[config.mk]
export PLATFORM = sky130hd
export DESIGN_NAME = gpio_ports
export DESIGN_NICKNAME = d
export VERILOG_FILES = /design/src/rtl/gpio_pkg.sv /design/src/rtl/wake_if.sv /design/src/rtl/gpio_ports.sv /design/src/rtl/port_wake.sv
export SDC_FILE = /design/constraint.sdc
export NUM_CORES = 1
export LEC_CHECK = 0
export BUFFER_PORTS_ARGS = -buffer_cell sky130_fd_sc_hd__buf_2
export CAP_MARGIN = 40
export CORE_ASPECT_RATIO = 1.1
export CORE_MARGIN = 3
export CORE_UTILIZATION = 30
export CTS_CLUSTER_DIAMETER = 100
export DETAILED_ROUTE_END_ITERATION = 12
export SYNTH_ARGS = -nofsm -noshare
export SYNTH_HDL_FRONTEND = slang
export SYNTH_SLANG_ARGS = --single-unit
[constraint.sdc]
create_clock -name clk -period 2.7 [get_ports clk]
set_input_delay 0.135 -clock clk [delete_from_list [all_inputs] [get_ports clk]]
set_output_delay 0.135 -clock clk [all_outputs]
set_load 0.01 [all_outputs]
[src/rtl/gpio_pkg.sv]
// Constants shared by the general-purpose port block
package gpio_pkg;
  localparam int NUM_PORTS = 6;
  localparam int PORT_W = 8;
  localparam int ADDR_MIN_W = 5;
  // Implemented pins, port F down to port A
  localparam logic [NUM_PORTS-1:0][PORT_W-1:0] PORT_MASK = {
    8'hf0, 8'hff, 8'hff, 8'hff, 8'h3f, 8'hff};
  // Register indices in the data-memory window
  localparam logic [4:0] REG_WAKE = 5'h00;
  localparam int PORT_BASE = 1;
  localparam int PORT_STRIDE = 3;
  localparam int PULL_OFS = 0;
  localparam int DATA_OFS = 1;
  localparam int DIR_OFS = 2;
  // Values after reset
  localparam logic [PORT_W-1:0] DATA_RST = 8'hff;
  localparam logic [PORT_W-1:0] DIR_RST = 8'hff;
  localparam logic [PORT_W-1:0] PULL_RST = 8'h00;
  localparam logic [PORT_W-1:0] WAKE_RST = 8'h00;
  localparam logic [PORT_W-1:0] PIN_IDLE = 8'hff;
endpackage

[src/rtl/wake_if.sv]
// Carrier between the port registers and the port A wake unit
`timescale 1ns/1ps
interface wake_if;
  logic ce;
  logic sleep;
  logic [gpio_pkg::PORT_W-1:0] enable;
  logic [gpio_pkg::PORT_W-1:0] pins;
  logic wake;
  modport owner (output ce, output sleep, output enable, output pins, input wake);
  modport unit (input ce, input sleep, input enable, input pins, output wake);
endinterface

[src/rtl/gpio_ports.sv]
// Six bidirectional general-purpose ports with port A wake-up
`timescale 1ns/1ps
module gpio_ports #(
  parameter int ADDR_W = 5
) (
  input wire logic clk,
  input wire logic rst_n,
  input wire logic ce,
  input wire logic [ADDR_W-1:0] mem_addr,
  input wire logic mem_wr,
  input wire logic mem_rd,
  input wire logic [gpio_pkg::PORT_W-1:0] mem_wdata,
  output logic [gpio_pkg::PORT_W-1:0] mem_rdata,
  input wire logic sleep,
  output logic wake,
  input wire logic [gpio_pkg::PORT_W-1:0] port_a_pin_in,
  output logic [gpio_pkg::PORT_W-1:0] port_a_pin_out,
  output logic [gpio_pkg::PORT_W-1:0] port_a_pin_oe,
  output logic [gpio_pkg::PORT_W-1:0] port_a_pull_on,
  input wire logic [gpio_pkg::PORT_W-1:0] port_b_pin_in,
  output logic [gpio_pkg::PORT_W-1:0] port_b_pin_out,
  output logic [gpio_pkg::PORT_W-1:0] port_b_pin_oe,
  output logic [gpio_pkg::PORT_W-1:0] port_b_pull_on,
  input wire logic [gpio_pkg::PORT_W-1:0] port_c_pin_in,
  output logic [gpio_pkg::PORT_W-1:0] port_c_pin_out,
  output logic [gpio_pkg::PORT_W-1:0] port_c_pin_oe,
  output logic [gpio_pkg::PORT_W-1:0] port_c_pull_on,
  input wire logic [gpio_pkg::PORT_W-1:0] port_d_pin_in,
  output logic [gpio_pkg::PORT_W-1:0] port_d_pin_out,
  output logic [gpio_pkg::PORT_W-1:0] port_d_pin_oe,
  output logic [gpio_pkg::PORT_W-1:0] port_d_pull_on,
  input wire logic [gpio_pkg::PORT_W-1:0] port_e_pin_in,
  output logic [gpio_pkg::PORT_W-1:0] port_e_pin_out,
  output logic [gpio_pkg::PORT_W-1:0] port_e_pin_oe,
  output logic [gpio_pkg::PORT_W-1:0] port_e_pull_on,
  input wire logic [gpio_pkg::PORT_W-1:0] port_f_pin_in,
  output logic [gpio_pkg::PORT_W-1:0] port_f_pin_out,
  output logic [gpio_pkg::PORT_W-1:0] port_f_pin_oe,
  output logic [gpio_pkg::PORT_W-1:0] port_f_pull_on
);
  import gpio_pkg::*;

  ////////////////////////////////////////////////////////////////////////////////
  // Parameter check

  generate
    if (ADDR_W < ADDR_MIN_W) begin : g_bad_addr
      $error("gpio_ports: address too narrow for the register window");
    end
  endgenerate

  ////////////////////////////////////////////////////////////////////////////////
  // State

  typedef logic [NUM_PORTS-1:0][PORT_W-1:0] port_vec_t;

  typedef struct packed {
    port_vec_t data;
    port_vec_t dir;
    port_vec_t pull_en;
    port_vec_t oe;
    port_vec_t pull_act;
    logic [PORT_W-1:0] wake_en;
    logic [PORT_W-1:0] rdata;
  } state_t;

  state_t s_q;
  state_t s_d;

  port_vec_t pin_in;
  port_vec_t rd_port;
  logic [NUM_PORTS-1:0][ADDR_W-1:0] addr_pull;
  logic [NUM_PORTS-1:0][ADDR_W-1:0] addr_data;
  logic [NUM_PORTS-1:0][ADDR_W-1:0] addr_dir;
  logic [ADDR_W-1:0] addr_wake;
  logic [PORT_W-1:0] rd_val;

  assign pin_in = {port_f_pin_in, port_e_pin_in, port_d_pin_in,
                   port_c_pin_in, port_b_pin_in, port_a_pin_in};
  assign addr_wake = ADDR_W'(REG_WAKE);

  ////////////////////////////////////////////////////////////////////////////////
  // Per-port addresses and read-back values

  genvar gp;
  generate
    for (gp = 0; gp < NUM_PORTS; gp++) begin : g_port
      localparam int BASE = PORT_BASE + PORT_STRIDE * gp;
      assign addr_pull[gp] = ADDR_W'(BASE + PULL_OFS);
      assign addr_data[gp] = ADDR_W'(BASE + DATA_OFS);
      assign addr_dir[gp] = ADDR_W'(BASE + DIR_OFS);
      // Inputs read the live pin, outputs read the latch
      assign rd_port[gp] = ((s_q.dir[gp] & pin_in[gp])
                           | (~s_q.dir[gp] & s_q.data[gp]))
                           & PORT_MASK[gp];
    end
  endgenerate

  ////////////////////////////////////////////////////////////////////////////////
  // Read multiplexer

  always_comb begin
    rd_val = '0;
    if (mem_addr == addr_wake) begin
      rd_val = s_q.wake_en;
    end
    for (int p = 0; p < NUM_PORTS; p++) begin
      if (mem_addr == addr_pull[p]) begin
        rd_val = s_q.pull_en[p] & PORT_MASK[p];
      end
      if (mem_addr == addr_data[p]) begin
        rd_val = rd_port[p];
      end
      if (mem_addr == addr_dir[p]) begin
        rd_val = s_q.dir[p] & PORT_MASK[p];
      end
    end
  end

  ////////////////////////////////////////////////////////////////////////////////
  // Next state

  always_comb begin
    s_d = s_q;
    if (ce) begin
      if (mem_wr) begin
        if (mem_addr == addr_wake) begin
          s_d.wake_en = mem_wdata;
        end
        for (int p = 0; p < NUM_PORTS; p++) begin
          if (mem_addr == addr_pull[p]) begin
            s_d.pull_en[p] = mem_wdata & PORT_MASK[p];
          end
          // Latch holds until the next write
          if (mem_addr == addr_data[p]) begin
            s_d.data[p] = mem_wdata & PORT_MASK[p];
          end
          if (mem_addr == addr_dir[p]) begin
            s_d.dir[p] = mem_wdata & PORT_MASK[p];
          end
        end
      end
      // Sample pins at the read edge, no input latch
      if (mem_rd) begin
        s_d.rdata = rd_val;
      end
      // Pad controls follow the register values in the same edge
      for (int p = 0; p < NUM_PORTS; p++) begin
        s_d.oe[p] = ~s_d.dir[p] & PORT_MASK[p];
        s_d.pull_act[p] = s_d.pull_en[p] & s_d.dir[p] & PORT_MASK[p];
      end
    end
  end

  always_ff @(posedge clk or negedge rst_n) begin
    if (!rst_n) begin
      for (int p = 0; p < NUM_PORTS; p++) begin
        s_q.data[p] <= DATA_RST & PORT_MASK[p];
        s_q.dir[p] <= DIR_RST & PORT_MASK[p];
        s_q.pull_en[p] <= PULL_RST;
        s_q.oe[p] <= ~(DIR_RST & PORT_MASK[p]) & PORT_MASK[p];
        s_q.pull_act[p] <= PULL_RST;
      end
      s_q.wake_en <= WAKE_RST;
      s_q.rdata <= '0;
    end else begin
      s_q <= s_d;
    end
  end

  ////////////////////////////////////////////////////////////////////////////////
  // Port A wake-up

  wake_if wk ();

  assign wk.ce = ce;
  assign wk.sleep = sleep;
  assign wk.enable = s_q.wake_en;
  assign wk.pins = port_a_pin_in;

  port_wake u_wake (
    .clk (clk),
    .rst_n (rst_n),
    .w (wk.unit)
  );

  assign wake = wk.wake;

  ////////////////////////////////////////////////////////////////////////////////
  // Outputs, all straight from flip-flops

  assign mem_rdata = s_q.rdata;
  // Put the latch out on every pin; oe selects the pins that drive it
  assign port_a_pin_out = s_q.data[0];
  assign port_a_pin_oe = s_q.oe[0];
  assign port_a_pull_on = s_q.pull_act[0];
  assign port_b_pin_out = s_q.data[1];
  assign port_b_pin_oe = s_q.oe[1];
  assign port_b_pull_on = s_q.pull_act[1];
  assign port_c_pin_out = s_q.data[2];
  assign port_c_pin_oe = s_q.oe[2];
  assign port_c_pull_on = s_q.pull_act[2];
  assign port_d_pin_out = s_q.data[3];
  assign port_d_pin_oe = s_q.oe[3];
  assign port_d_pull_on = s_q.pull_act[3];
  assign port_e_pin_out = s_q.data[4];
  assign port_e_pin_oe = s_q.oe[4];
  assign port_e_pull_on = s_q.pull_act[4];
  assign port_f_pin_out = s_q.data[5];
  assign port_f_pin_oe = s_q.oe[5];
  assign port_f_pull_on = s_q.pull_act[5];
endmodule

[src/rtl/port_wake.sv]
// Port A falling-edge wake-up detector
`timescale 1ns/1ps
module port_wake (
  input wire logic clk,
  input wire logic rst_n,
  wake_if.unit w
);
  import gpio_pkg::*;

  typedef struct packed {
    logic [PORT_W-1:0] prev;
    logic wake;
  } wake_state_t;

  wake_state_t s_q;
  wake_state_t s_d;

  assign w.wake = s_q.wake;

  always_comb begin
    s_d = s_q;
    if (w.ce) begin
      s_d.prev = w.pins;
      // High then low on an enabled pin while asleep
      s_d.wake = w.sleep & |(w.enable & s_q.prev & ~w.pins);
    end
  end

  always_ff @(posedge clk or negedge rst_n) begin
    if (!rst_n) begin
      s_q.prev <= PIN_IDLE;
      s_q.wake <= 1'b0;
    end else begin
      s_q <= s_d;
    end
  end
endmodule

==> impl_results.md, run 1 <==
- Power after layout: 9840 µW
- Distinct cell type count after synthesis: 68
- Pin count of the biggest net entering global routing: 92
- Num CTS Buffers: 27
- Number of global-route vias before repair: 9864
- Cell area after layout: 0.0149 mm²
- DRT Pass-1 Iters: 5
- Top delay family on crit path: compound AO/OA/AOI/OAI gates
- First-pass GRT wire length: 65400 µm
- Hold crit path type: primary input to register
- #FFs+latches synth: 235
- Die area: 0.0471 mm²
- Post-CTS Setup Repair Bufs: 0
- Fraction of layout cells with a size suffix above 1: 43.9%
- Worst-Skew Late Latency: 550 ps
- DRC: 0
- Worst-path fanout max: 6
- Multi-input logic area: 0.00572 mm²
- Ys flop type: dfrtp_1
- DR vias/cell: 5.13
- WP buf/inv: 0
- Row count: 80
- First DRT Iteration DRCs: 726
- Clk pin slew, worst setup/hold paths: 60 ps
- Final clock period utilization by the worst path: 75.2%
- Crit-path slowest cell: dfstp_2
- Synth Area in XOR/XNOR: 0%
- Crit Path Class: register to register
- Global Route Usage Sum: 18.0%
- Mean area per synthesized cell: 10.7 µm²
- Fill count: 4471
- Startpoint class of the critical path: register
- Fin crit period: 2030 ps
- Synth-to-Final Area Change: 11.7%
- Slew headroom: 48.5%
- H-Tree Depth: 1
- Compound-Gate Fraction of Synth Area: 13.9%
- Top achievable clock speed: 0.492 GHz
- LEAKAGE: 0.00646 µW
- Cell Count, Final, Fillers Out: 1905
- Max Root-Sink Buffers: 3
- CP arrival: 2440 ps
- CTS tree: built
- Most frequent cells in the layout: buf_2, mux2_2, dfrtp_1, dfstp_2, o21ai_0
- Clock Sinks: 235
- Synth warn: 0
- Die Y: 227 µm
- Port-buffer cells: 195
- DPL Wire Length: 32200 µm
- Max_cap viols: 0
- Most common cell after layout, fill and taps aside: buf_2
- Grt total ovfl: 0
- Dpl cell area: 0.0139 mm²
- RSZ-0062 raised after global routing: no
- Chip Width: 207 µm
- PwrDens: 659 mW/mm²
- Slew @ Worst Pin: 767 ps
- Final setup viols: 0
- GPL Wtd Cong: 0.928
- WP data required: 3100 ps
- DR vias: 9782
- Fin nets: 1374
- DRT Wirelength: 43800 µm
- Sequential-to-total area share from yosys stat: 44.9%
- Total Neg Setup Slack: 0 ps
- Largest area contributor in the netlist: dfrtp_1
- Starting Density: 30.6%
- Adder-cell share of the synthesized area: 0%
- CTS root buf: clkbuf_16
- Worst-path cell chain: mux2_2, o22ai_1, a222oi_1, a2111oi_0, o21ai_1
- Antenna Violating Nets Remaining: 0
- Slew Viols, Final: 0
- Main area contributors after synthesis: dfrtp_1, dfstp_2, mux2_2
- Reg area: 0.00600 mm²
- Io pins: 220
- Post-synth top area share: 26.8%
- Largest family of logic cells by synthesized area: multiplexers
- Slowest stage delay, CP: 600 ps
- Worst vdd ir: 0.000374 V
- Avg WL per Cell: 23.0 µm
- Cells after Synth: 1253
- Worst setup EP type: register
- Core footprint: 0.0436 mm²
- Clock Skews: 15.4 ps
- Final Hold Viols: 0
- Placed Cells: 1841
- Initial antenna violation count: 7
- Post-Syn Area: 0.0134 mm²
- Post-synthesis mux area share: 20.4%
- Status: completed
- Number of enable flip-flop cells after synthesis: 0
- Asr flop ratio synth: 100%
- Post-synthesis simple-gate area fraction: 8.00%
==> cells by family after synthesis <==
group                  Yosys count
AOI/OAI and AO/OA              280
buffers and inverters          285
DFF                            235
muxes                          248
other                            1
and+or+nand+nor                204
==> routing by layer <==
layer	wire length (µm)	GRT usage, %	share of wire [%]	vias up
li1	-	-	-	4443
met1	18900	23.7	43	4901
met2	20200	29.1	46	361
met3	3180	4.71	7.3	71
met4	1480	5.98	3.4	6
met5	31	0	0.071	-
==> worst reg2reg max path, stage by stage, from the launching register on <==
cell and delay, ps:
dfstp_2 600, mux2_2 350, o22ai_1 130, a222oi_1 110, a2111oi_0 560, o21ai_1 130
==> where the power goes <==
part	switching [µW]	internal [µW]
registers	424	4100
clock network	1500	2080
logic	961	772
==> layout make-up <==
cell class	instances	area share, %
Sequential cell	235	40.2
Inverter	46	1.16
Antenna cell	4	0.0671
Clock inverter	10	0.604
Timing Repair Buffer	247	9.68
Multi-Input combinational cell	750	38.3
Tap cell	574	4.81
Clock buffer	39	5.16
==> worst paths after layout <==
kind                                                from                       endpoint  slack (ps)  cells after the start
worst max-delay path                s_q[172]$_DFFE_PN1P_       mem_rdata[4]$_DFFE_PN0P_         670                      5
worst min-delay path                                  ce  port_d_pull_on[5]$_DFFE_PN0P_          30                      2
worst max register to register      s_q[172]$_DFFE_PN1P_       mem_rdata[4]$_DFFE_PN0P_         670                      5
worst min register to register  mem_rdata[1]$_DFFE_PN0P_       mem_rdata[1]$_DFFE_PN0P_         490                      2
max in group asynchronous                          rst_n           s_q[197]$_DFFE_PN1P_        1650                      3
min in group asynchronous                          rst_n   port_b_pin_oe[2]$_DFFE_PN0P_         210                      2
==> sequential cells by signal, indices dropped and copies added, names as in the netlist <==
| name | cells |
|---|---|
| port_c_pin_out | 8 |
| port_c_pin_oe | 8 |
| port_a_pin_oe | 8 |
| s_q | 84 |
| port_f_pin_oe | 4 |
| u_wake.s_q | 8 |
| port_c_pull_on | 8 |
| port_d_pull_on | 8 |
| port_f_pull_on | 4 |
| port_d_pin_out | 8 |
| port_e_pull_on | 8 |
| u_wake.w.wake | 1 |
| port_b_pull_on | 6 |
| port_f_pin_out | 4 |
| port_a_pin_out | 8 |
| port_e_pin_out | 8 |
| port_d_pin_oe | 8 |
| port_e_pin_oe | 8 |
| mem_rdata | 8 |
| port_b_pin_oe | 6 |
| wk.enable | 8 |
| port_a_pull_on | 8 |
| port_b_pin_out | 6 |
==> synthesized netlist by cell type, types with 7 or more instances <==
cell type	n
a211oi_1	8
a21oi_1	54
a22oi_1	8
a31oi_1	14
buf_2	22
buf_4	159
clkbuf_1	55
dfrtp_1	143
dfstp_2	92
inv_1	45
mux2_2	190
mux2i_1	55
nand2_1	57
nand2b_1	8
nand3_1	19
nor2_1	48
nor2b_1	13
nor3_1	12
o2111ai_1	7
o211ai_1	36
o21ai_0	65
o22a_1	34
o22ai_1	18
==> metrics by stage <==
stage          setup WS [ps]  hold WS (ps)  utilization [%]
2_1_floorplan           1040          -161                -
3_3_place_gp             393           219             31.9
3_5_place_dp             336           220             31.9
4_1_cts                  680          11.3             34.2
5_1_grt                  532          34.4             34.2
6_report                 669          29.8             34.2
==> timing repair <==
item / CTS / global route
hold buffers: 11 / 0
endpoints found under the hold margin: 57 / 0
gates resized for setup: 0 / 0
(Power assumes the default switching activity.)
==> run 2, diff against run 1 <==
--- a/config.mk
+++ b/config.mk
@@ -5,6 +5,7 @@
 export SDC_FILE = /design/constraint.sdc
 export NUM_CORES = 1
 export LEC_CHECK = 0
+export ABC_AREA = 1
 export BUFFER_PORTS_ARGS = -buffer_cell sky130_fd_sc_hd__buf_2
 export CAP_MARGIN = 40
 export CORE_ASPECT_RATIO = 1.1
==> constraint.sdc (replaced) <==
create_clock -name clk -period 2.05 [get_ports clk]
set_input_delay 0.1025 -clock clk [delete_from_list [all_inputs] [get_ports clk]]
set_output_delay 0.1025 -clock clk [all_outputs]
set_load 0.01 [all_outputs]
==> run 2 against run 1 <==
Maximum frequency grew 4.7%. Sequential power increased by 34%. Global-route usage is 0.86 points higher. Critical endpoint is now mem_rdata[6]$_DFFE_PN0P_. Critical path depth up 6. Clock power grew 37%. Flip-flop and latch count is the same. Final cell count rose by 13%.
==> impl_results.md, run 2 <==
- Io pins: 220
- Max reg flops: 84
- Clock Skews: 24.8 ps
- Top achievable clock speed: 0.515 GHz
- Mean area per synthesized cell: 8.09 µm²
- Pin count of the biggest net entering global routing: 78
- Distinct cell type count after synthesis: 35
- Reg-to-reg critical path startpoint: s_q[166]$_DFFE_PN1P_
- Status: completed
- Row count: 77
- CP most frequent cell: nand4_1
- Worst-path cell chain: inv_1, o21ai_2, o21ai_1, o22ai_1, nand4_1, nor2_2, nand4_1, nand2_1, nand4_1, nor2_1, nor2_1
- Post-synth top cells: nand2_1, o21ai_0, buf_4
- Register with the most flip-flops: s_q
- Main area contributors after synthesis: dfrtp_1, dfstp_2, nand2_1
- Post-Syn Area: 0.0123 mm²
- Initial antenna violation count: 1
- DR vias/cell: 4.86
- CTS root buf: clkbuf_16
- Final Hold Viols: 0
- Slew headroom: 51.3%
- DRC: 0
- Hold crit path type: primary input to register
- Slew Viols, Final: 0
- Number of global-route vias before repair: 10.1k
- CP arrival: 2350 ps
- Worst-path fanout max: 3
- Worst setup EP type: register
- Die Y: 219 µm
- Synth warn: 0
- First DRT Iteration DRCs: 922
- Crit path capture: mem_rdata[6]$_DFFE_PN0P_
- Asr flop ratio synth: 100%
- Crit-path slowest cell: dfstp_2
- Antenna Violating Nets Remaining: 0
- Fin crit period: 1940 ps
- RSZ-0062 raised after global routing: yes
- Clock Sinks: 235
- Avg WL per Cell: 19.5 µm
- #FFs+latches synth: 235
- Slowest stage delay, CP: 540 ps
- R2R Setup Slk: 110 ps
- Slew @ Worst Pin: 730 ps
- R2R Path End: mem_rdata[6]$_DFFE_PN0P_
- WP data required: 2460 ps
- Fraction of layout cells with a size suffix above 1: 29.5%
- DR vias: 10.5k
- Fin nets: 1695
- DRT Pass-1 Iters: 5
- WHS: 17.5 ps
- GPL Wtd Cong: 0.889
- Most common cell after layout, fill and taps aside: nand2_1
- Chip Width: 199 µm
- Worst vdd ir: 0.000478 V
- R2R cell count: 11
- Ys flop type: dfrtp_1
- H-Tree Depth: 1
- First-pass GRT wire length: 62500 µm
- Worst-Skew Late Latency: 550 ps
- Clk pin slew, worst setup/hold paths: 60 ps
- PwrDens: 950 mW/mm²
- Synth-to-Final Area Change: 15.9%
- Grt total ovfl: 0
- Num CTS Buffers: 26
- LEAKAGE: 0.00666 µW
- Max_cap viols: 0
- Most numerous cell in the Yosys netlist: nand2_1
- Post-synth top area share: 29.0%
- Largest area contributor in the netlist: dfrtp_1
- Worst setup path start: s_q[166]$_DFFE_PN1P_
- Final setup viols: 0
- Power after layout: 13600 µW
- Max Root-Sink Buffers: 3
- DRT Wirelength: 42100 µm
- Port-buffer cells: 195
- Final clock period utilization by the worst path: 94.6%
- DPL Wire Length: 31300 µm
- Core footprint: 0.0404 mm²
- Most frequent cells in the layout: nand2_1, buf_2, o21ai_0, dfrtp_1, inv_1
- Startpoint class of the critical path: register
- Die area: 0.0436 mm²
- Sequential-to-total area share from yosys stat: 48.6%
- Starting Density: 30.5%
- Global Route Usage Sum: 18.8%
- Crit Path Class: register to register
- Cells after Synth: 1524
- Number of enable flip-flop cells after synthesis: 0
- CTS tree: built
==> run 2: critical path: cells and delay by family (launching register included) <==
kind	cells	cell delay (ps)
compound gates	3	350
buf+inv	1	60
flops	1	540
simple gates	7	850
==> run 2: logic make-up after synthesis <==
family / Yosys count / synth area share (%)
other: 1 / 0.0304
AND/OR/NAND/NOR: 568 / 19.4
buffers and inverters: 341 / 15.3
flip-flops: 235 / 48.6
AO/OA/AOI/OAI: 371 / 16.0
multiplexers: 8 / 0.680
==> run 2: area by class of cell <==
type                    count  area (µm²)
fillers                  4166       26100
flip-flops and latches    235        6000
multi-input cells         965        4600
repair buffers            269        1650
clock buffers              37         763
well taps                 513         642
inverters                 131         499
clock inverters            11         133
diodes                      1        2.50
==> run 2: through the flow <==
stage          setup slack (ps)  instances  instance area (µm²)  util (%)  setup TNS [ps]
3_3_place_gp               13.0       2103                13200      32.7               0
6_report                    110       2162                14300      35.4               0
2_1_floorplan               446       1541                12400         -               0
5_1_grt                   -29.5       2161                14300      35.4           -42.9
3_5_place_dp               15.6       2103                13200      32.7               0
4_1_cts                    12.0       2161                14200      35.2               0
==> run 2: layer usage <==
layer | share of wire [%] | global-route usage (%)
met4 | 2.8 | 5.25
met1 | 43 | 25.0
met2 | 48 | 31.5
met5 | 0 | 0
met3 | 6.8 | 3.47
==> run 2: timing repair <==
action	in CTS	in global routing
pin swaps	1	26
setup endpoints to repair	1	7
hold buffers	10	0
gates resized for setup	1	29
hold endpoints to repair	163	0
buffers inserted	0	1
gates cloned	0	0
==> run 2: worst min-delay path by stage <==
stage	endpoint	cells past startpoint	startpoint	slack [ps]
3_5_place_dp	port_f_pin_oe[5]$_DFFE_PN0P_	1	rst_n	20
6_report	mem_rdata[0]$_DFFE_PN0P_	7	port_e_pin_in[0]	20
2_1_floorplan	mem_rdata[0]$_DFFE_PN0P_	0	rst_n	-190
4_1_cts	mem_rdata[0]$_DFFE_PN0P_	7	port_e_pin_in[0]	5
3_3_place_gp	port_f_pin_oe[5]$_DFFE_PN0P_	1	rst_n	20
5_1_grt	mem_rdata[0]$_DFFE_PN0P_	7	port_e_pin_in[0]	30
==> run 2: power breakdown <==
part / internal (µW) / switching [µW] / leakage (µW)
clock: 2960 / 1960 / 0.000445
sequential: 5540 / 528 / 0.00279
combinational: 965 / 1620 / 0.00343
